--- config.mk ---
export PLATFORM = sky130hd
export DESIGN_NAME = ilr_top
export DESIGN_NICKNAME = d
export VERILOG_FILES = /design/src/pkg/ilr_pkg.sv /design/src/hdl/ilr_top.sv /design/src/hdl/ilr_req_filter.sv /design/src/hdl/ilr_level_pick.sv
export SDC_FILE = /design/constraint.sdc
export NUM_CORES = 1
export LEC_CHECK = 0
export BUFFER_PORTS_ARGS = -buffer_cell sky130_fd_sc_hd__buf_4
export CAP_MARGIN = 5
export CORE_MARGIN = 10
export CORE_UTILIZATION = 40
export DETAILED_ROUTE_END_ITERATION = 12
export GPL_TIMING_DRIVEN = 0
export PLACE_DENSITY = 0.66
export SLEW_MARGIN = 20
export SYNTH_ARGS = -nofsm -noshare
export SYNTH_HDL_FRONTEND = slang
export SYNTH_SLANG_ARGS = --single-unit
--- constraint.sdc ---
create_clock -name pclk -period 5.5 [get_ports pclk]
set_clock_uncertainty 0.2 [all_clocks]
set_input_delay 1.1 -clock pclk [delete_from_list [all_inputs] [get_ports pclk]]
set_output_delay 1.1 -clock pclk [all_outputs]
set_load 0.01 [all_outputs]
--- src/pkg/ilr_pkg.sv ---
// Shared constants and types for the interrupt level recognition block
package ilr_pkg;

	// Register byte offsets on the APB slave
	localparam logic [7:0]  OFS_LEVEL_CTRL = 8'h00;
	localparam logic [7:0]  OFS_STATE      = 8'h04;
	localparam logic [7:0]  OFS_INT_STATUS = 8'h08;
	localparam logic [7:0]  OFS_INT_MASK   = 8'h0c;

	// Field positions inside the level control register
	localparam int          PIT_LVL_LSB    = 0;
	localparam int          PORT_LVL_LSB   = 4;

	// Field positions inside the state register
	localparam int          ST_LEVEL_LSB   = 0;
	localparam int          ST_SRC_LSB     = 4;
	localparam int          ST_NMI_BIT     = 8;
	localparam int          ST_EXT_LSB     = 9;

	// Event bits of the sticky status and mask registers
	localparam int          EV_NMI         = 0;
	localparam int          EV_ACK         = 1;
	localparam int          EV_SPUR        = 2;
	localparam int          EV_COUNT       = 3;

	// Reset values
	localparam logic [2:0]  LVL_RST        = 3'h0;
	localparam logic [2:0]  EV_RST         = 3'h0;
	localparam logic [31:0] DATA_RST       = 32'h0000_0000;

	// Level encodings
	localparam logic [2:0]  LVL_OFF        = 3'h0;
	localparam logic [2:0]  LVL_TOP        = 3'h7;

	// Acknowledge cycle decode: CPU space and interrupt acknowledge type
	localparam logic [2:0]  FC_CPU_SPACE   = 3'h7;
	localparam logic [3:0]  TYPE_IACK      = 4'hf;

	// Consecutive samples a request pin must be low to count as valid
	localparam int          QUAL_SAMPLES   = 2;

	// Which source wins at the presented level
	typedef enum logic [1:0] {
		ILR_SRC_NONE = 2'b00,
		ILR_SRC_PIT  = 2'b01,
		ILR_SRC_EXT  = 2'b10,
		ILR_SRC_PORT = 2'b11
	} ilr_src_t;

endpackage : ilr_pkg

--- src/hdl/ilr_top.sv ---
// Interrupt request collection, level recognition and APB register file
//
// What this block does
// - Collects requests from periodic timer, port edge logic and seven external pins.
// - External pin requests arbitrate as if this module raised them itself.
// - Same-level tie: timer first, then pins, then port edge; losers stay pending.
// - External pin n maps to level n; pin 1 lowest, pin 7 highest.
// - Timer and port edge levels are programmed; level zero disables that source.
// - Three-bit mask; levels at or below the mask are not recognised.
// - Level seven is always recognised, even with the mask at seven.
// - Among different levels present together, the highest is recognised.
// - Top pin level needs a high-to-low transition before it is detected.
// - Non-maskable request on each top assertion and on mask drop from seven while the top pin is held.
// - Pins sampled each clock; valid after two consecutive asserted samples.
// - Valid requests stay pending; the processor services them at its boundary.
// - Pending priority is not latched; a newer higher level takes over.
// - A request at or below the mask leaves no record behind.
// - Acknowledge is a space read with all-ones codes; level on address bits 3..1.
//
// The APB register port and the address map were decided locally.
`timescale 1ns/1ps
module ilr_top (
	input  wire logic        pclk,
	input  wire logic        presetn,
	input  wire logic        psel,
	input  wire logic        penable,
	input  wire logic        pwrite,
	input  wire logic [7:0]  paddr,
	input  wire logic [31:0] pwdata,
	output logic      [31:0] prdata,
	output logic             pready,
	output logic             pslverr,
	input  wire logic        pit_req,
	input  wire logic        port_edge_req,
	input  wire logic [7:1]  ext_req_n,
	input  wire logic [2:0]  cpu_mask,
	input  wire logic        ack_strobe,
	input  wire logic [2:0]  ack_fc,
	input  wire logic [3:0]  ack_type,
	input  wire logic [3:1]  ack_addr,
	output logic [2:0]       req_level,
	output ilr_pkg::ilr_src_t req_src,
	output logic             pit_ack,
	output logic             port_ack,
	output logic             irq
);

	logic [7:1]                   ext_valid;
	logic [2:0]                   periodic_timer_level_field;
	logic [2:0]                   port_edge_level_register;
	logic [ilr_pkg::EV_COUNT-1:0] int_status;
	logic [ilr_pkg::EV_COUNT-1:0] int_mask;
	logic [ilr_pkg::EV_COUNT-1:0] ev_set;
	logic [ilr_pkg::EV_COUNT-1:0] next_int_status;
	logic [ilr_pkg::EV_COUNT-1:0] next_int_mask;
	logic                         nmi_pending;
	logic                         ext7_q;
	logic [2:0]                   mask_q;
	logic                         ext7_rise;
	logic                         mask_drop;
	logic                         nmi_clear;
	logic [7:0]                   lvl_vec;
	logic [7:0]                   eff_vec;
	logic [7:0]                   ext_vec;
	logic [2:0]                   pick;
	ilr_pkg::ilr_src_t            next_src;
	logic                         pit_hit;
	logic                         port_hit;
	logic                         ext_hit;
	logic                         ack_hit;
	logic                         ack_ok;
	logic                         setup;
	logic                         wr_en;
	logic                         addr_hit;
	logic [31:0]                  rd_mux;

	// One qualifier per external request pin
	genvar g;
	generate
		for (g = 1; g < 8; g++) begin : g_pin
			ilr_req_filter u_filter (
				.pclk    (pclk),
				.presetn (presetn),
				.pin_n   (ext_req_n[g]),
				.valid   (ext_valid[g])
			);
		end
	endgenerate

	// Edge of the qualified top pin and mask falling away from seven
	always_ff @(posedge pclk or negedge presetn) begin
		if (!presetn) begin
			ext7_q <= 1'b0;
			mask_q <= ilr_pkg::LVL_OFF;
		end else begin
			ext7_q <= ext_valid[7];
			mask_q <= cpu_mask;
		end
	end

	assign ext7_rise = ext_valid[7] && !ext7_q;
	assign mask_drop = (mask_q == ilr_pkg::LVL_TOP) && (cpu_mask != ilr_pkg::LVL_TOP)
		&& ext_valid[7];

	// Non-maskable request flag; a new assertion wins over the acknowledge clear
	always_ff @(posedge pclk or negedge presetn) begin
		if (!presetn) begin
			nmi_pending <= 1'b0;
		end else if (ext7_rise || mask_drop) begin
			nmi_pending <= 1'b1;
		end else if (nmi_clear || !ext_valid[7]) begin
			nmi_pending <= 1'b0;
		end
	end

	// Live per-level request vector; nothing below the mask is stored
	always_comb begin
		ext_vec = {1'b0, ext_valid[6:1], 1'b0};
		ext_vec = {nmi_pending, ext_vec[6:0]};
		lvl_vec = ext_vec;
		if (pit_req && (periodic_timer_level_field != ilr_pkg::LVL_OFF)) begin
			lvl_vec[periodic_timer_level_field] = 1'b1;
		end
		if (port_edge_req && (port_edge_level_register != ilr_pkg::LVL_OFF)) begin
			lvl_vec[port_edge_level_register] = 1'b1;
		end
	end

	ilr_level_pick u_pick (
		.lvl_vec  (lvl_vec),
		.cpu_mask (cpu_mask),
		.eff_vec  (eff_vec),
		.level    (pick)
	);

	// Same-level tie among timer, external pins and port edge
	always_comb begin
		pit_hit  = pit_req && (pick != ilr_pkg::LVL_OFF)
			&& (periodic_timer_level_field == pick);
		port_hit = port_edge_req && (pick != ilr_pkg::LVL_OFF)
			&& (port_edge_level_register == pick);
		ext_hit  = ext_vec[pick];
		if (pick == ilr_pkg::LVL_OFF) begin
			next_src = ilr_pkg::ILR_SRC_NONE;
		end else if (pit_hit) begin
			next_src = ilr_pkg::ILR_SRC_PIT;
		end else if (ext_hit) begin
			next_src = ilr_pkg::ILR_SRC_EXT;
		end else if (port_hit) begin
			next_src = ilr_pkg::ILR_SRC_PORT;
		end else begin
			next_src = ilr_pkg::ILR_SRC_NONE;
		end
	end

	// Presented level and winning source, recomputed every cycle
	always_ff @(posedge pclk or negedge presetn) begin
		if (!presetn) begin
			req_level <= ilr_pkg::LVL_OFF;
			req_src   <= ilr_pkg::ILR_SRC_NONE;
		end else begin
			req_level <= pick;
			req_src   <= next_src;
		end
	end

	// Acknowledge cycle decode and match against the presented level
	assign ack_hit   = ack_strobe && (ack_fc == ilr_pkg::FC_CPU_SPACE)
		&& (ack_type == ilr_pkg::TYPE_IACK);
	assign ack_ok    = ack_hit && (ack_addr == req_level)
		&& (req_level != ilr_pkg::LVL_OFF);
	assign nmi_clear = ack_ok && (req_level == ilr_pkg::LVL_TOP)
		&& (req_src == ilr_pkg::ILR_SRC_EXT);

	// One-cycle acknowledge pulses back to the internal sources
	always_ff @(posedge pclk or negedge presetn) begin
		if (!presetn) begin
			pit_ack  <= 1'b0;
			port_ack <= 1'b0;
		end else begin
			pit_ack  <= ack_ok && (req_src == ilr_pkg::ILR_SRC_PIT);
			port_ack <= ack_ok && (req_src == ilr_pkg::ILR_SRC_PORT);
		end
	end

	// APB phase decode
	assign setup    = psel && !penable;
	assign wr_en    = psel && penable && pready && pwrite;
	assign addr_hit = (paddr == ilr_pkg::OFS_LEVEL_CTRL) || (paddr == ilr_pkg::OFS_STATE)
		|| (paddr == ilr_pkg::OFS_INT_STATUS) || (paddr == ilr_pkg::OFS_INT_MASK);

	// Level control register: programmed source levels
	always_ff @(posedge pclk or negedge presetn) begin
		if (!presetn) begin
			periodic_timer_level_field <= ilr_pkg::LVL_RST;
			port_edge_level_register   <= ilr_pkg::LVL_RST;
		end else if (wr_en && (paddr == ilr_pkg::OFS_LEVEL_CTRL)) begin
			periodic_timer_level_field <= pwdata[ilr_pkg::PIT_LVL_LSB +: 3];
			port_edge_level_register   <= pwdata[ilr_pkg::PORT_LVL_LSB +: 3];
		end
	end

	// Interrupt mask register
	always_ff @(posedge pclk or negedge presetn) begin
		if (!presetn) begin
			int_mask <= ilr_pkg::EV_RST;
		end else if (wr_en && (paddr == ilr_pkg::OFS_INT_MASK)) begin
			int_mask <= pwdata[ilr_pkg::EV_COUNT-1:0];
		end
	end

	// Sticky events; a set in the clearing cycle wins
	always_comb begin
		ev_set                   = ilr_pkg::EV_RST;
		ev_set[ilr_pkg::EV_NMI]  = ext7_rise || mask_drop;
		ev_set[ilr_pkg::EV_ACK]  = ack_ok;
		ev_set[ilr_pkg::EV_SPUR] = ack_hit && !ack_ok;
		next_int_status          = int_status;
		if (wr_en && (paddr == ilr_pkg::OFS_INT_STATUS)) begin
			next_int_status = int_status & ~pwdata[ilr_pkg::EV_COUNT-1:0];
		end
		next_int_status = next_int_status | ev_set;
	end

	always_ff @(posedge pclk or negedge presetn) begin
		if (!presetn) begin
			int_status <= ilr_pkg::EV_RST;
		end else begin
			int_status <= next_int_status;
		end
	end

	// Mask as it stands after this edge, so a mask write moves irq at once
	assign next_int_mask = (wr_en && (paddr == ilr_pkg::OFS_INT_MASK))
		? pwdata[ilr_pkg::EV_COUNT-1:0] : int_mask;

	// Level interrupt output
	always_ff @(posedge pclk or negedge presetn) begin
		if (!presetn) begin
			irq <= 1'b0;
		end else begin
			irq <= |(next_int_status & next_int_mask);
		end
	end

	// Read data selection
	always_comb begin
		rd_mux = ilr_pkg::DATA_RST;
		unique case (paddr)
			ilr_pkg::OFS_LEVEL_CTRL: begin
				rd_mux[ilr_pkg::PIT_LVL_LSB +: 3]  = periodic_timer_level_field;
				rd_mux[ilr_pkg::PORT_LVL_LSB +: 3] = port_edge_level_register;
			end
			ilr_pkg::OFS_STATE: begin
				rd_mux[ilr_pkg::ST_LEVEL_LSB +: 3] = req_level;
				rd_mux[ilr_pkg::ST_SRC_LSB +: 2]   = req_src;
				rd_mux[ilr_pkg::ST_NMI_BIT]        = nmi_pending;
				rd_mux[ilr_pkg::ST_EXT_LSB +: 7]   = ext_valid;
			end
			ilr_pkg::OFS_INT_STATUS: begin
				rd_mux[ilr_pkg::EV_COUNT-1:0] = int_status;
			end
			ilr_pkg::OFS_INT_MASK: begin
				rd_mux[ilr_pkg::EV_COUNT-1:0] = int_mask;
			end
			default: begin
				rd_mux = ilr_pkg::DATA_RST;
			end
		endcase
	end

	// APB answer: one access cycle, data and error captured at setup
	always_ff @(posedge pclk or negedge presetn) begin
		if (!presetn) begin
			pready  <= 1'b0;
			pslverr <= 1'b0;
			prdata  <= ilr_pkg::DATA_RST;
		end else begin
			pready  <= setup;
			pslverr <= setup && !addr_hit;
			if (setup && !pwrite) begin
				prdata <= rd_mux;
			end
		end
	end
endmodule : ilr_top

--- src/hdl/ilr_req_filter.sv ---
// Synchroniser and two-sample qualifier for one active-low request pin
`timescale 1ns/1ps
module ilr_req_filter (
	input  wire logic pclk,
	input  wire logic presetn,
	input  wire logic pin_n,
	output logic      valid
);

	logic                             sync_a;
	logic                             sync_b;
	logic [ilr_pkg::QUAL_SAMPLES-1:0] hist;

	// Two flip-flops bring the pin into the clock domain
	always_ff @(posedge pclk or negedge presetn) begin
		if (!presetn) begin
			sync_a <= 1'b1;
			sync_b <= 1'b1;
		end else begin
			sync_a <= pin_n;
			sync_b <= sync_a;
		end
	end

	// History of asserted samples; valid only when all are asserted
	always_ff @(posedge pclk or negedge presetn) begin
		if (!presetn) begin
			hist  <= '0;
			valid <= 1'b0;
		end else begin
			hist  <= {hist[ilr_pkg::QUAL_SAMPLES-2:0], ~sync_b};
			valid <= &{hist[ilr_pkg::QUAL_SAMPLES-2:0], ~sync_b};
		end
	end
endmodule : ilr_req_filter

--- src/hdl/ilr_level_pick.sv ---
// Picks the highest level that passes the processor priority mask
`timescale 1ns/1ps
module ilr_level_pick (
	input  wire logic [7:0] lvl_vec,
	input  wire logic [2:0] cpu_mask,
	output logic      [7:0] eff_vec,
	output logic      [2:0] level
);

	// Levels above the mask pass; the top level always passes
	always_comb begin
		eff_vec = 8'h00;
		level   = ilr_pkg::LVL_OFF;
		for (int i = 1; i < 8; i++) begin
			if (lvl_vec[i] && ((3'(i) > cpu_mask) || (3'(i) == ilr_pkg::LVL_TOP))) begin
				eff_vec[i] = 1'b1;
			end
		end
		for (int i = 1; i < 8; i++) begin
			if (eff_vec[i]) begin
				level = 3'(i);
			end
		end
	end

endmodule : ilr_level_pick

==> impl_metrics.json, run 1 <==
{
  "worst_slack_ns": 2.45,
  "io_buffers": 64,
  "rsz0062_at_grt": "no",
  "num_antenna_cells": 0,
  "cap_violations": 0,
  "wl_per_cell_um": 15.1,
  "grt_usage_pct": 11.9,
  "worst-slew-pin-transition_ns": 0.831,
  "cts.repair.resized": 0,
  "cts_root_buffer": "clkbuf_8",
  "max_freq_mhz": 328,
  "synth_seq_area_share_pct": 55.4,
  "cp_data_arrival_time_ns": 3.07,
  "fin_util_pct": 52.2,
  "drt_pass1_iterations": 4,
  "io_pins": 110,
  "synth_edf_count": 0,
  "synth-main-ff-cell": "dfrtp_1",
  "first_iter_violations": 123,
  "postLayoutCellArea_sq_um": 4010,
  "syn_inst": 257,
  "cts_max_path_buffers": 2,
  "ys_ff_latch": 69,
  "maxSlewHeadroom_pct": 44.6,
  "start_kind": "input pin",
  "drc": 0,
  "vias": 2217,
  "cts_tree": "built",
  "grt_first_pass_wirelength_um": 11000,
  "h-tree-depth": 3,
  "nNetsFinal": 417,
  "dieArea_sq_um": 11800,
  "finalHoldViolations": 0,
  "antenna_found_initial": 0,
  "crit_type": "in -> reg",
  "placed_cell_area_sq_um": 3820,
  "overflow": 0,
  "rows": 32,
  "synth.distinct_cells": 56,
  "fp.dieH_um": 109,
  "setup_tns_ns": 0,
  "setup_viol": 0,
  "pre_cts_ws_ns": 2.11,
  "period_needed_ns": 3.05,
  "clk_latency_ns": 0.34,
  "grt_pass1_vias": 2267,
  "hold_buffers": 0,
  "cts_setup_buffers": 0,
  "netlist.area_leader.share_pct": 43.7,
  "end_kind": "register",
  "clock-sinks": 69,
  "avgSynthCellArea_sq_um": 12.3,
  "ys_warn_count": 0,
  "dp_hpwl_um": 5230,
  "via_per_inst": 4.86,
  "min_path_type": "reg -> reg",
  "numCtsBuffers": 9,
  "slew_viol_final": 0,
  "synth_area_leaders": "dfrtp_1, dfstp_2, buf_4",
  "final_antenna_net_count": 0,
  "yosysTopAreaCell": "dfrtp_1",
  "status": "complete, no violations",
  "p_leak_nw": 1.97,
  "drive_above_1_share_pct": 41.5,
  "clkSlewWorstSetupHoldPaths_ns": 0.07,
  "syn_to_final_growth_pct": 27.5,
  "syn_area_sq_um": 3150,
  "post-route-period-util_pct": 55.5,
  "die_x_um": 109,
  "initial_core_util_pct": 41.0,
  "vdd_ir_drop_max_uv": 164,
  "path_max_fanout": 8,
  "wl_um": 6870,
  "required_ns": 5.52,
  "power_density_nw_per_um2": 267,
  "grt_max_degree": 70,
  "ys_async_sr_fraction_pct": 100,
  "core_sq_um": 7690,
  "gp_congestion": 0.789
}
-- worst max-delay path, cell delays in order --
cell and delay, ns:
buf_4 0.15, and4b_1 0.23, o31ai_1 0.34, o21ai_1 0.17
a22oi_4 0.34, mux2_2 0.38, a211oi_1 0.26, o21ai_1 0.10
-- Yosys cell counts (2+ instances only) --
| cell type | count |
|---|---|
| buf_4 | 21 |
| or3_1 | 3 |
| dfstp_2 | 14 |
| or4_1 | 2 |
| and3b_2 | 2 |
| xor2_1 | 3 |
| inv_1 | 14 |
| nor4bb_1 | 3 |
| and4b_2 | 2 |
| mux2_2 | 11 |
| nor2b_1 | 9 |
| o21ai_1 | 2 |
| mux4_2 | 3 |
| o21ai_0 | 4 |
| nor4_1 | 2 |
| clkbuf_1 | 3 |
| dfrtp_1 | 55 |
| nor3_1 | 3 |
| buf_2 | 2 |
| and3_1 | 2 |
| a21oi_1 | 4 |
| nand3_1 | 5 |
| nand2_1 | 19 |
| o31a_1 | 2 |
| xnor2_1 | 5 |
| o31ai_1 | 4 |
| and4b_1 | 3 |
| a211oi_1 | 2 |
| nor2_1 | 10 |
| nand4_1 | 5 |
| mux2i_1 | 2 |
| a22o_1 | 12 |
-- cells in the final DEF (no fill, tap or decap), types with 9 or more instances in the layout --
cell      synthesis  final
buf_4            21     85
dfrtp_1          55     55
nand2_1          19     19
conb_1            1     18
inv_1            14     14
dfstp_2          14     14
a22o_1           12     12
mux2_2           11     11
nor2_1           10     10
clkbuf_8          0     10
nor2b_1           9      9
-- power by group --
part | switching, W | total [W] | internal [W]
combinational | 0.0000632 | 0.000127 | 0.0000637
clock | 0.000178 | 0.000398 | 0.000220
sequential | 0.0000160 | 0.000547 | 0.000531
-- cells by family after synthesis --
kind of cell	share of synthesized area, %
and+or+nand+nor	15.2
DFF	55.4
other	0.119
muxes	6.71
AOI/OAI and AO/OA	12.6
xor gates and xnor gates	2.22
buffers and inverters	7.71
-- registers in the layout, indices dropped and copies added (netlist names), 3 cells and up --
name,flops
g_pin.u_filter.sync_b,7
periodic_timer_level_field,3
g_pin.u_filter.hist,7
mask_q,3
prdata,14
g_pin.u_filter.sync_a,7
g_pin.u_filter.valid,7
port_edge_level_register,3
int_status,3
req_level,3
int_mask,3
-- final timing paths --
| path | depth (start not counted) | startpoint | slack, ns | end |
|---|---|---|---|---|
| hold reg to reg | 0 | g_pin[6].u_filter.sync_a$_DFF_PN1_ | 0.16 | g_pin[6].u_filter.sync_b$_DFF_PN1_ |
| max in group asynchronous | 1 | presetn | 3.91 | g_pin[6].u_filter.valid$_DFF_PN0_ |
| hold / removal | 0 | g_pin[6].u_filter.sync_a$_DFF_PN1_ | 0.16 | g_pin[6].u_filter.sync_b$_DFF_PN1_ |
| min in group asynchronous | 1 | presetn | 0.65 | pready$_DFF_PN0_ |
| setup / recovery | 8 | port_edge_req | 2.45 | req_src[0]$_DFF_PN0_ |
| setup reg to reg | 8 | port_edge_level_register[2]$_DFFE_PN0P_ | 2.84 | req_src[0]$_DFF_PN0_ |
-- area by class of cell --
type,count,area [sq um]
repair buffers,64,480
plain buffers,27,190
multi-input cells,164,1230
flip-flops and latches,69,1740
fillers,696,3670
clock buffers,12,145
inverters,14,52.6
clock inverters,4,47.5
well taps,102,128
-- per-stage QoR --
stage | cells | hold slack (ns) | total power, W
3_5_place_dp | 440 | 0.147 | 0.000683
5_1_grt | 456 | 0.162 | 0.00113
6_report | 456 | 0.156 | 0.00107
2_1_floorplan | 274 | 0.145 | 0.000622
3_3_place_gp | 440 | 0.146 | 0.000680
4_1_cts | 456 | 0.157 | 0.00109
-- routing by layer --
layer  share of wire [%]  vias up  global-route usage, %
met5                   0        -                      0
met4                 1.4        0                   5.84
met3                  10       10                   5.60
met2                  48       79                   17.7
met1                  41     1060                   14.2
li1                    -     1068                      -
(Power assumes the default switching activity.)
==> inputs of run 2 (changes only) <==
- ABC_AREA: not set -> 1
- clock period: 5.5 -> 3 ns (I/O delays scaled with it)
==> run 2 against run 1 <==
- cell area shrank 0.44%
- worst setup slack lost 1.6 ns
- routed wire length grew 11%
- utilization is essentially flat
- cell count grew 19%
- via count grew 11%
- critical path type is now reg -> reg
- critical endpoint is now req_src[1]$_DFF_PN0_
==> impl_metrics.json, run 2 <==
{
  "status": "complete, no violations",
  "gp_congestion": 0.862,
  "start_kind": "register",
  "rsz0062_at_grt": "no",
  "max_stage_delay_ns": 0.41,
  "rrSetupSlack_ns": 0.80,
  "wl_um": 7640,
  "final_common_cell": "buf_4",
  "numCtsBuffers": 9,
  "num_antenna_cells": 0,
  "grt_pass1_vias": 2416,
  "grt.met3_usage_pct": 4.34,
  "cp_data_arrival_time_ns": 2.24,
  "dieArea_sq_um": 11700,
  "required_ns": 3.04,
  "cp_top_family": "simple AND/OR/NAND/NOR gates",
  "die_x_um": 108,
  "ys_ff_latch": 69,
  "yosysMostFrequentCell": "nand2_1",
  "dp_hpwl_um": 6010,
  "setup_tns_ns": 0,
  "first_iter_violations": 124,
  "synth_edf_count": 0,
  "syn_inst": 342,
  "cts.repair.resized": 0,
  "ys_warn_count": 0,
  "startpoint": "port_edge_level_register[1]$_DFFE_PN0P_",
  "cts_max_path_buffers": 2,
  "final_cell_mix": "buf_4, nand2_1, dfrtp_1",
  "synth-main-ff-cell": "dfrtp_1",
  "clock-sinks": 69,
  "drc": 0,
  "via_per_inst": 4.54,
  "regMostFlops": "prdata",
  "nNetsFinal": 503,
  "cts_setup_buffers": 0,
  "initial_core_util_pct": 40.8,
  "core_sq_um": 7650,
  "yosysTopAreaCell": "dfrtp_1",
  "antenna_found_initial": 0,
  "grt_usage_pct": 13.1,
  "vias": 2458,
  "finalHoldViolations": 0,
  "synth_seq_area_share_pct": 55.8,
  "h-tree-depth": 3,
  "reg2reg_from": "port_edge_level_register[1]$_DFFE_PN0P_",
  "crit_chain": "inv_1 > nand4_1 > nand3_1 > nand2_2 > nand2_4 > nor2_1 > nor2_1 > nor2_1 > nor3_2 > nand3_1 > nand2_1 > inv_1",
  "reg2reg_depth": 12,
  "synth_common_cells": "nand2_1, dfrtp_1, inv_1",
  "clkSlewWorstSetupHoldPaths_ns": 0.07,
  "maxSlewHeadroom_pct": 45.1,
  "grt_first_pass_wirelength_um": 12000,
  "power_density_nw_per_um2": 488,
  "rows": 32,
  "max_freq_mhz": 455,
  "vdd_ir_drop_max_uv": 342,
  "hold_buffers": 0,
  "cts_tree": "built",
  "cp.depth": 12,
  "crit_path_end": "req_src[1]$_DFF_PN0_",
  "wl_per_cell_um": 14.1,
  "syn_to_final_growth_pct": 28.0,
  "netlist.area_leader.share_pct": 44.1,
  "timing.rr.end": "req_src[1]$_DFF_PN0_",
  "io_buffers": 65,
  "path_max_fanout": 5,
  "setup_viol": 0,
  "cts_root_buffer": "clkbuf_8",
  "power_w": 0.00195,
  "synth.distinct_cells": 37,
  "min_path_type": "in -> async",
  "grtUsageMet1_pct": 15.4,
  "avgSynthCellArea_sq_um": 9.13,
  "busiest_layer": "met2",
  "path_buf_inv": 2,
  "use_met2_pct": 20.9,
  "drt_pass1_iterations": 4,
  "cp_slowest_cell": "dfrtp_1",
  "final_antenna_net_count": 0,
  "overflow": 0,
  "whs_ns": 0.153,
  "crit_type": "reg -> reg",
  "post-route-period-util_pct": 73.3,
  "largest_reg_flops": 14,
  "end_kind": "register",
  "cp_common_cell": "nor2_1",
  "slew_viol_final": 0,
  "p_leak_nw": 2.08,
  "fp.dieH_um": 108,
  "worst_slack_ns": 0.801,
  "synth_area_leaders": "dfrtp_1, dfstp_2, nand2_1",
  "drive_above_1_share_pct": 30.8,
  "grt_max_degree": 70,
  "worst-slew-pin-transition_ns": 0.823,
  "ys_async_sr_fraction_pct": 100,
  "period_needed_ns": 2.20,
  "syn_area_sq_um": 3120,
  "pre_cts_ws_ns": 0.496,
  "cap_violations": 0,
  "fin_util_pct": 52.3,
  "clk_latency_ns": 0.35,
  "io_pins": 110
}
==> run 2: cell types whose count changed after synthesis, sizes merged, moves of 5 or more <==
cell and change:
a22o -12, and4b -5, buf -5, inv +39, mux2 -11, nand2 +58, nand3 +17, nand4 +5
nor2 +20, nor2b -9, o21ai +17, xnor2 -5
==> run 2: cell type report <==
class,instances,area [sq um]
multi-input combinational,215,1090
timing repair buffer,65,488
sequential,69,1740
fill,719,3650
buffer,22,151
inverter,53,199
clock inverter,2,35.0
clock buffer,13,159
tap,102,128
==> run 2: cells by family after synthesis <==
family | synth area share (%)
xor gates and xnor gates | 0.841
other | 0.120
buffers and inverters | 11.2
DFF | 55.8
AOI/OAI and AO/OA | 9.74
and+or+nand+nor | 22.2
==> run 2: worst min path at each step <==
stage,cells past startpoint,slack (ns),endpoint
after floorplan,0,0.10,ext7_q$_DFF_PN0_
after global placement,0,0.15,g_pin[2].u_filter.sync_b$_DFF_PN1_
after detailed placement,0,0.15,g_pin[3].u_filter.sync_b$_DFF_PN1_
after CTS,1,0.14,g_pin[2].u_filter.sync_a$_DFF_PN1_
after global routing,1,0.14,g_pin[4].u_filter.sync_a$_DFF_PN1_
final,1,0.15,prdata[1]$_DFFE_PN0P_
==> run 2: layer usage <==
metal | vias up | wire length [um] | share of wire (%)
li1 | 1253 | - | -
met1 | 1131 | 3280 | 43
met2 | 57 | 3630 | 47
met3 | 17 | 514 | 6.7
met4 | 0 | 219 | 2.9
met5 | - | 0 | 0
==> run 2: per-stage QoR <==
stage / cell area [sq um] / cells
floorplan: 3190 / 359
global placement: 3800 / 526
detailed placement: 3800 / 526
CTS: 4000 / 541
global route: 4000 / 541
finish: 4000 / 541
==> run 2: worst register-to-register path, cell delays in order, from the launching register on <==
cell and delay [ns]:
dfrtp_1 0.41, inv_1 0.18, nand4_1 0.16, nand3_1 0.14, nand2_2 0.08, nand2_4 0.13
nor2_1 0.06, nor2_1 0.28, nor2_1 0.09, nor3_2 0.15, nand3_1 0.10, nand2_1 0.07
inv_1 0.04
==> run 2: report_power, final <==
group	switching, W	internal [W]	leakage [nW]	total, W
clock network	0.000321	0.000424	0.0995	0.000745
logic	0.000121	0.0000937	1.14	0.000215
registers	0.0000188	0.000971	0.843	0.000990
==> inputs of run 3 (changes only) <==
- PLACE_DENSITY: 0.66 -> 0.69
- clock period: 3 -> 2 ns (I/O delays scaled with it)
==> run 3 against run 2 <==
- the flow now finishes with violations (negative setup slack)
- total power rose by 55%
- non-clock buffer count rose by 32
- cell area rose by 8.8%
- clock-buffer cell count fell by 4
- hold slack got worse by 0.12 ns
- sequential power rose by 49%
- flip-flop and latch count did not move
- combinational power rose by 71%
- register-to-register slack got worse by 0.88 ns
- via count rose by 8.1%
- first-iteration DRC count rose by 7.3%
- cell count rose by 6.1%
- largest power group unchanged
==> impl_metrics.json, run 3 (synthesis results as in run 2) <==
{
  "slew_viol_final": 0,
  "start_kind": "register",
  "wl_per_cell_um": 14.0,
  "path_buf_inv": 1,
  "clock-sinks": 69,
  "dieArea_sq_um": 11700,
  "clkPwrFrac_pct": 38.7,
  "clkSlewWorstSetupHoldPaths_ns": 0.08,
  "final_antenna_net_count": 0,
  "syn_to_final_growth_pct": 39.3,
  "cts_root_buffer": "clkbuf_8",
  "gp_congestion": 0.837,
  "cts_tree": "built",
  "wl_um": 8020,
  "worstHoldPathCells": 2,
  "max_stage_delay_ns": 0.49,
  "worst_slack_ns": -0.0814,
  "violations": "negative setup slack",
  "die_x_um": 108,
  "whs_ns": 0.0307,
  "initial_core_util_pct": 40.8,
  "cp_slowest_cell": "dfrtp_1",
  "grt_pass1_vias": 2746,
  "post-route-period-util_pct": 104,
  "largest_reg_flops": 14,
  "num_antenna_cells": 0,
  "cts_max_path_buffers": 2,
  "drive_above_1_share_pct": 36.2,
  "rows": 32,
  "crit_type": "reg -> reg",
  "crit_chain": "nand4_1 > o211ai_1 > nand2_2 > nand2_4 > o21bai_4 > nor2_2 > nor3_2 > nand3_1 > nand2_1 > inv_1",
  "fin_util_pct": 56.9,
  "end_kind": "register",
  "drt_pass1_iterations": 5,
  "vdd_ir_drop_max_uv": 404,
  "finalHoldViolations": 0,
  "h-tree-depth": 3,
  "io_pins": 110,
  "grt_usage_pct": 14.1,
  "final_cells": 574,
  "nNetsFinal": 535,
  "fp.dieH_um": 108,
  "numCtsBuffers": 9,
  "setup_tns_ns": -0.120,
  "clk_latency_ns": 0.35,
  "power_density_nw_per_um2": 695,
  "cp_data_arrival_time_ns": 2.13,
  "rsz0062_at_grt": "yes",
  "min_path_type": "in -> reg",
  "timing.rr.end": "req_src[1]$_DFF_PN0_",
  "p_int_w": 0.00222,
  "io_buffers": 65,
  "first_iter_violations": 133,
  "via_per_inst": 4.63,
  "final_common_cell": "buf_4",
  "reg2reg_from": "port_edge_level_register[2]$_DFFE_PN0P_",
  "grt_first_pass_wirelength_um": 12900,
  "vias": 2657,
  "switching_share_pct": 26.5,
  "hold_path_end": "pready$_DFF_PN0_",
  "dp.cells": 526,
  "period_needed_ns": 2.08,
  "setup_viol": 2,
  "cap_violations": 0,
  "worst-slew-pin-transition_ns": 0.844,
  "reg2reg_depth": 10,
  "cp_top_family": "simple AND/OR/NAND/NOR gates",
  "p_seq_share_pct": 49.1,
  "status": "complete, but fails checks",
  "antenna_found_initial": 0,
  "pwr-share-comb_pct": 12.2,
  "regMostFlops": "prdata",
  "maxSlewHeadroom_pct": 43.7,
  "power_w": 0.00302,
  "core_sq_um": 7650,
  "drc": 0,
  "rrSetupSlack_ns": -0.08,
  "required_ns": 2.05,
  "path_max_fanout": 7,
  "p_leak_nw": 2.24,
  "max_freq_mhz": 480,
  "p_switching_w": 0.000803,
  "overflow": 0,
  "min_from": "penable",
  "final_cell_mix": "buf_4, nand2_1, dfrtp_1",
  "grt_max_degree": 70,
  "dp_hpwl_um": 6030
}
-- run 3: cell count changes in the layout (fill, tap and decap cells not counted), moves of 3 or more --
cell	change
dlygate4sd3_1	+11
clkinv_4	+3
buf_4	+20
dfrtp_1	-3
dfrtp_2	+3
nor2_1	-4
-- run 3: cell type report --
class / count / area (sq um)
Fill cell: 686 / 3300
Sequential cell: 69 / 1750
Multi-Input combinational cell: 215 / 1150
Timing Repair Buffer: 97 / 759
Inverter: 53 / 199
Buffer: 22 / 158
Tap cell: 102 / 128
Clock buffer: 9 / 124
Clock inverter: 7 / 83.8
-- run 3: through the flow --
| step | area, sq um | worst slack (ns) |
|---|---|---|
| 2_1_floorplan | 3190 | 0.167 |
| 3_3_place_gp | 3800 | -0.416 |
| 3_5_place_dp | 3800 | -0.352 |
| 4_1_cts | 4310 | -0.0125 |
| 5_1_grt | 4350 | -0.145 |
| 6_report | 4350 | -0.0814 |
-- run 3: worst max-delay path by stage --
| stage | slack [ns] | endpoint | start | cells after the start |
|---|---|---|---|---|
| after floorplan | 0.17 | req_src[1]$_DFF_PN0_ | periodic_timer_level_field[2]$_DFFE_PN0P_ | 14 |
| after CTS | -0.01 | req_src[1]$_DFF_PN0_ | port_edge_level_register[1]$_DFFE_PN0P_ | 11 |
| after detailed placement | -0.35 | periodic_timer_level_field[0]$_DFFE_PN0P_ | paddr[1] | 8 |
| final | -0.08 | req_src[1]$_DFF_PN0_ | port_edge_level_register[2]$_DFFE_PN0P_ | 10 |
| after global placement | -0.42 | port_edge_level_register[2]$_DFFE_PN0P_ | paddr[1] | 8 |
| after global routing | -0.14 | req_src[1]$_DFF_PN0_ | periodic_timer_level_field[0]$_DFFE_PN0P_ | 10 |
-- run 3: timing repair --
action,4_1_cts,5_1_grt
endpoints found under the hold margin,65,0
gates cloned,0,0
hold buffers,11,0
setup buffers,20,1
setup endpoints to repair,2,11
pin swaps,13,4
gates resized for setup,14,7
-- run 3: power groups by stage --
stage               Sequential, W  Clock, W  Combinational, W
global placement          0.00151         0          0.000318
detailed placement        0.00151         0          0.000323
CTS                       0.00148   0.00121          0.000359
finish                    0.00148   0.00117          0.000368
floorplan                 0.00151         0          0.000170
global route              0.00149   0.00127          0.000409
-- run 3: metal layers --
layer / GRT usage [%] / vias to the layer above / part of all wire, %
li1: - / 1317 / -
met1: 15.7 / 1259 / 39
met2: 23.8 / 71 / 51
met3: 4.46 / 10 / 8.0
met4: 7.25 / 0 / 1.5
met5: 0 / - / 0
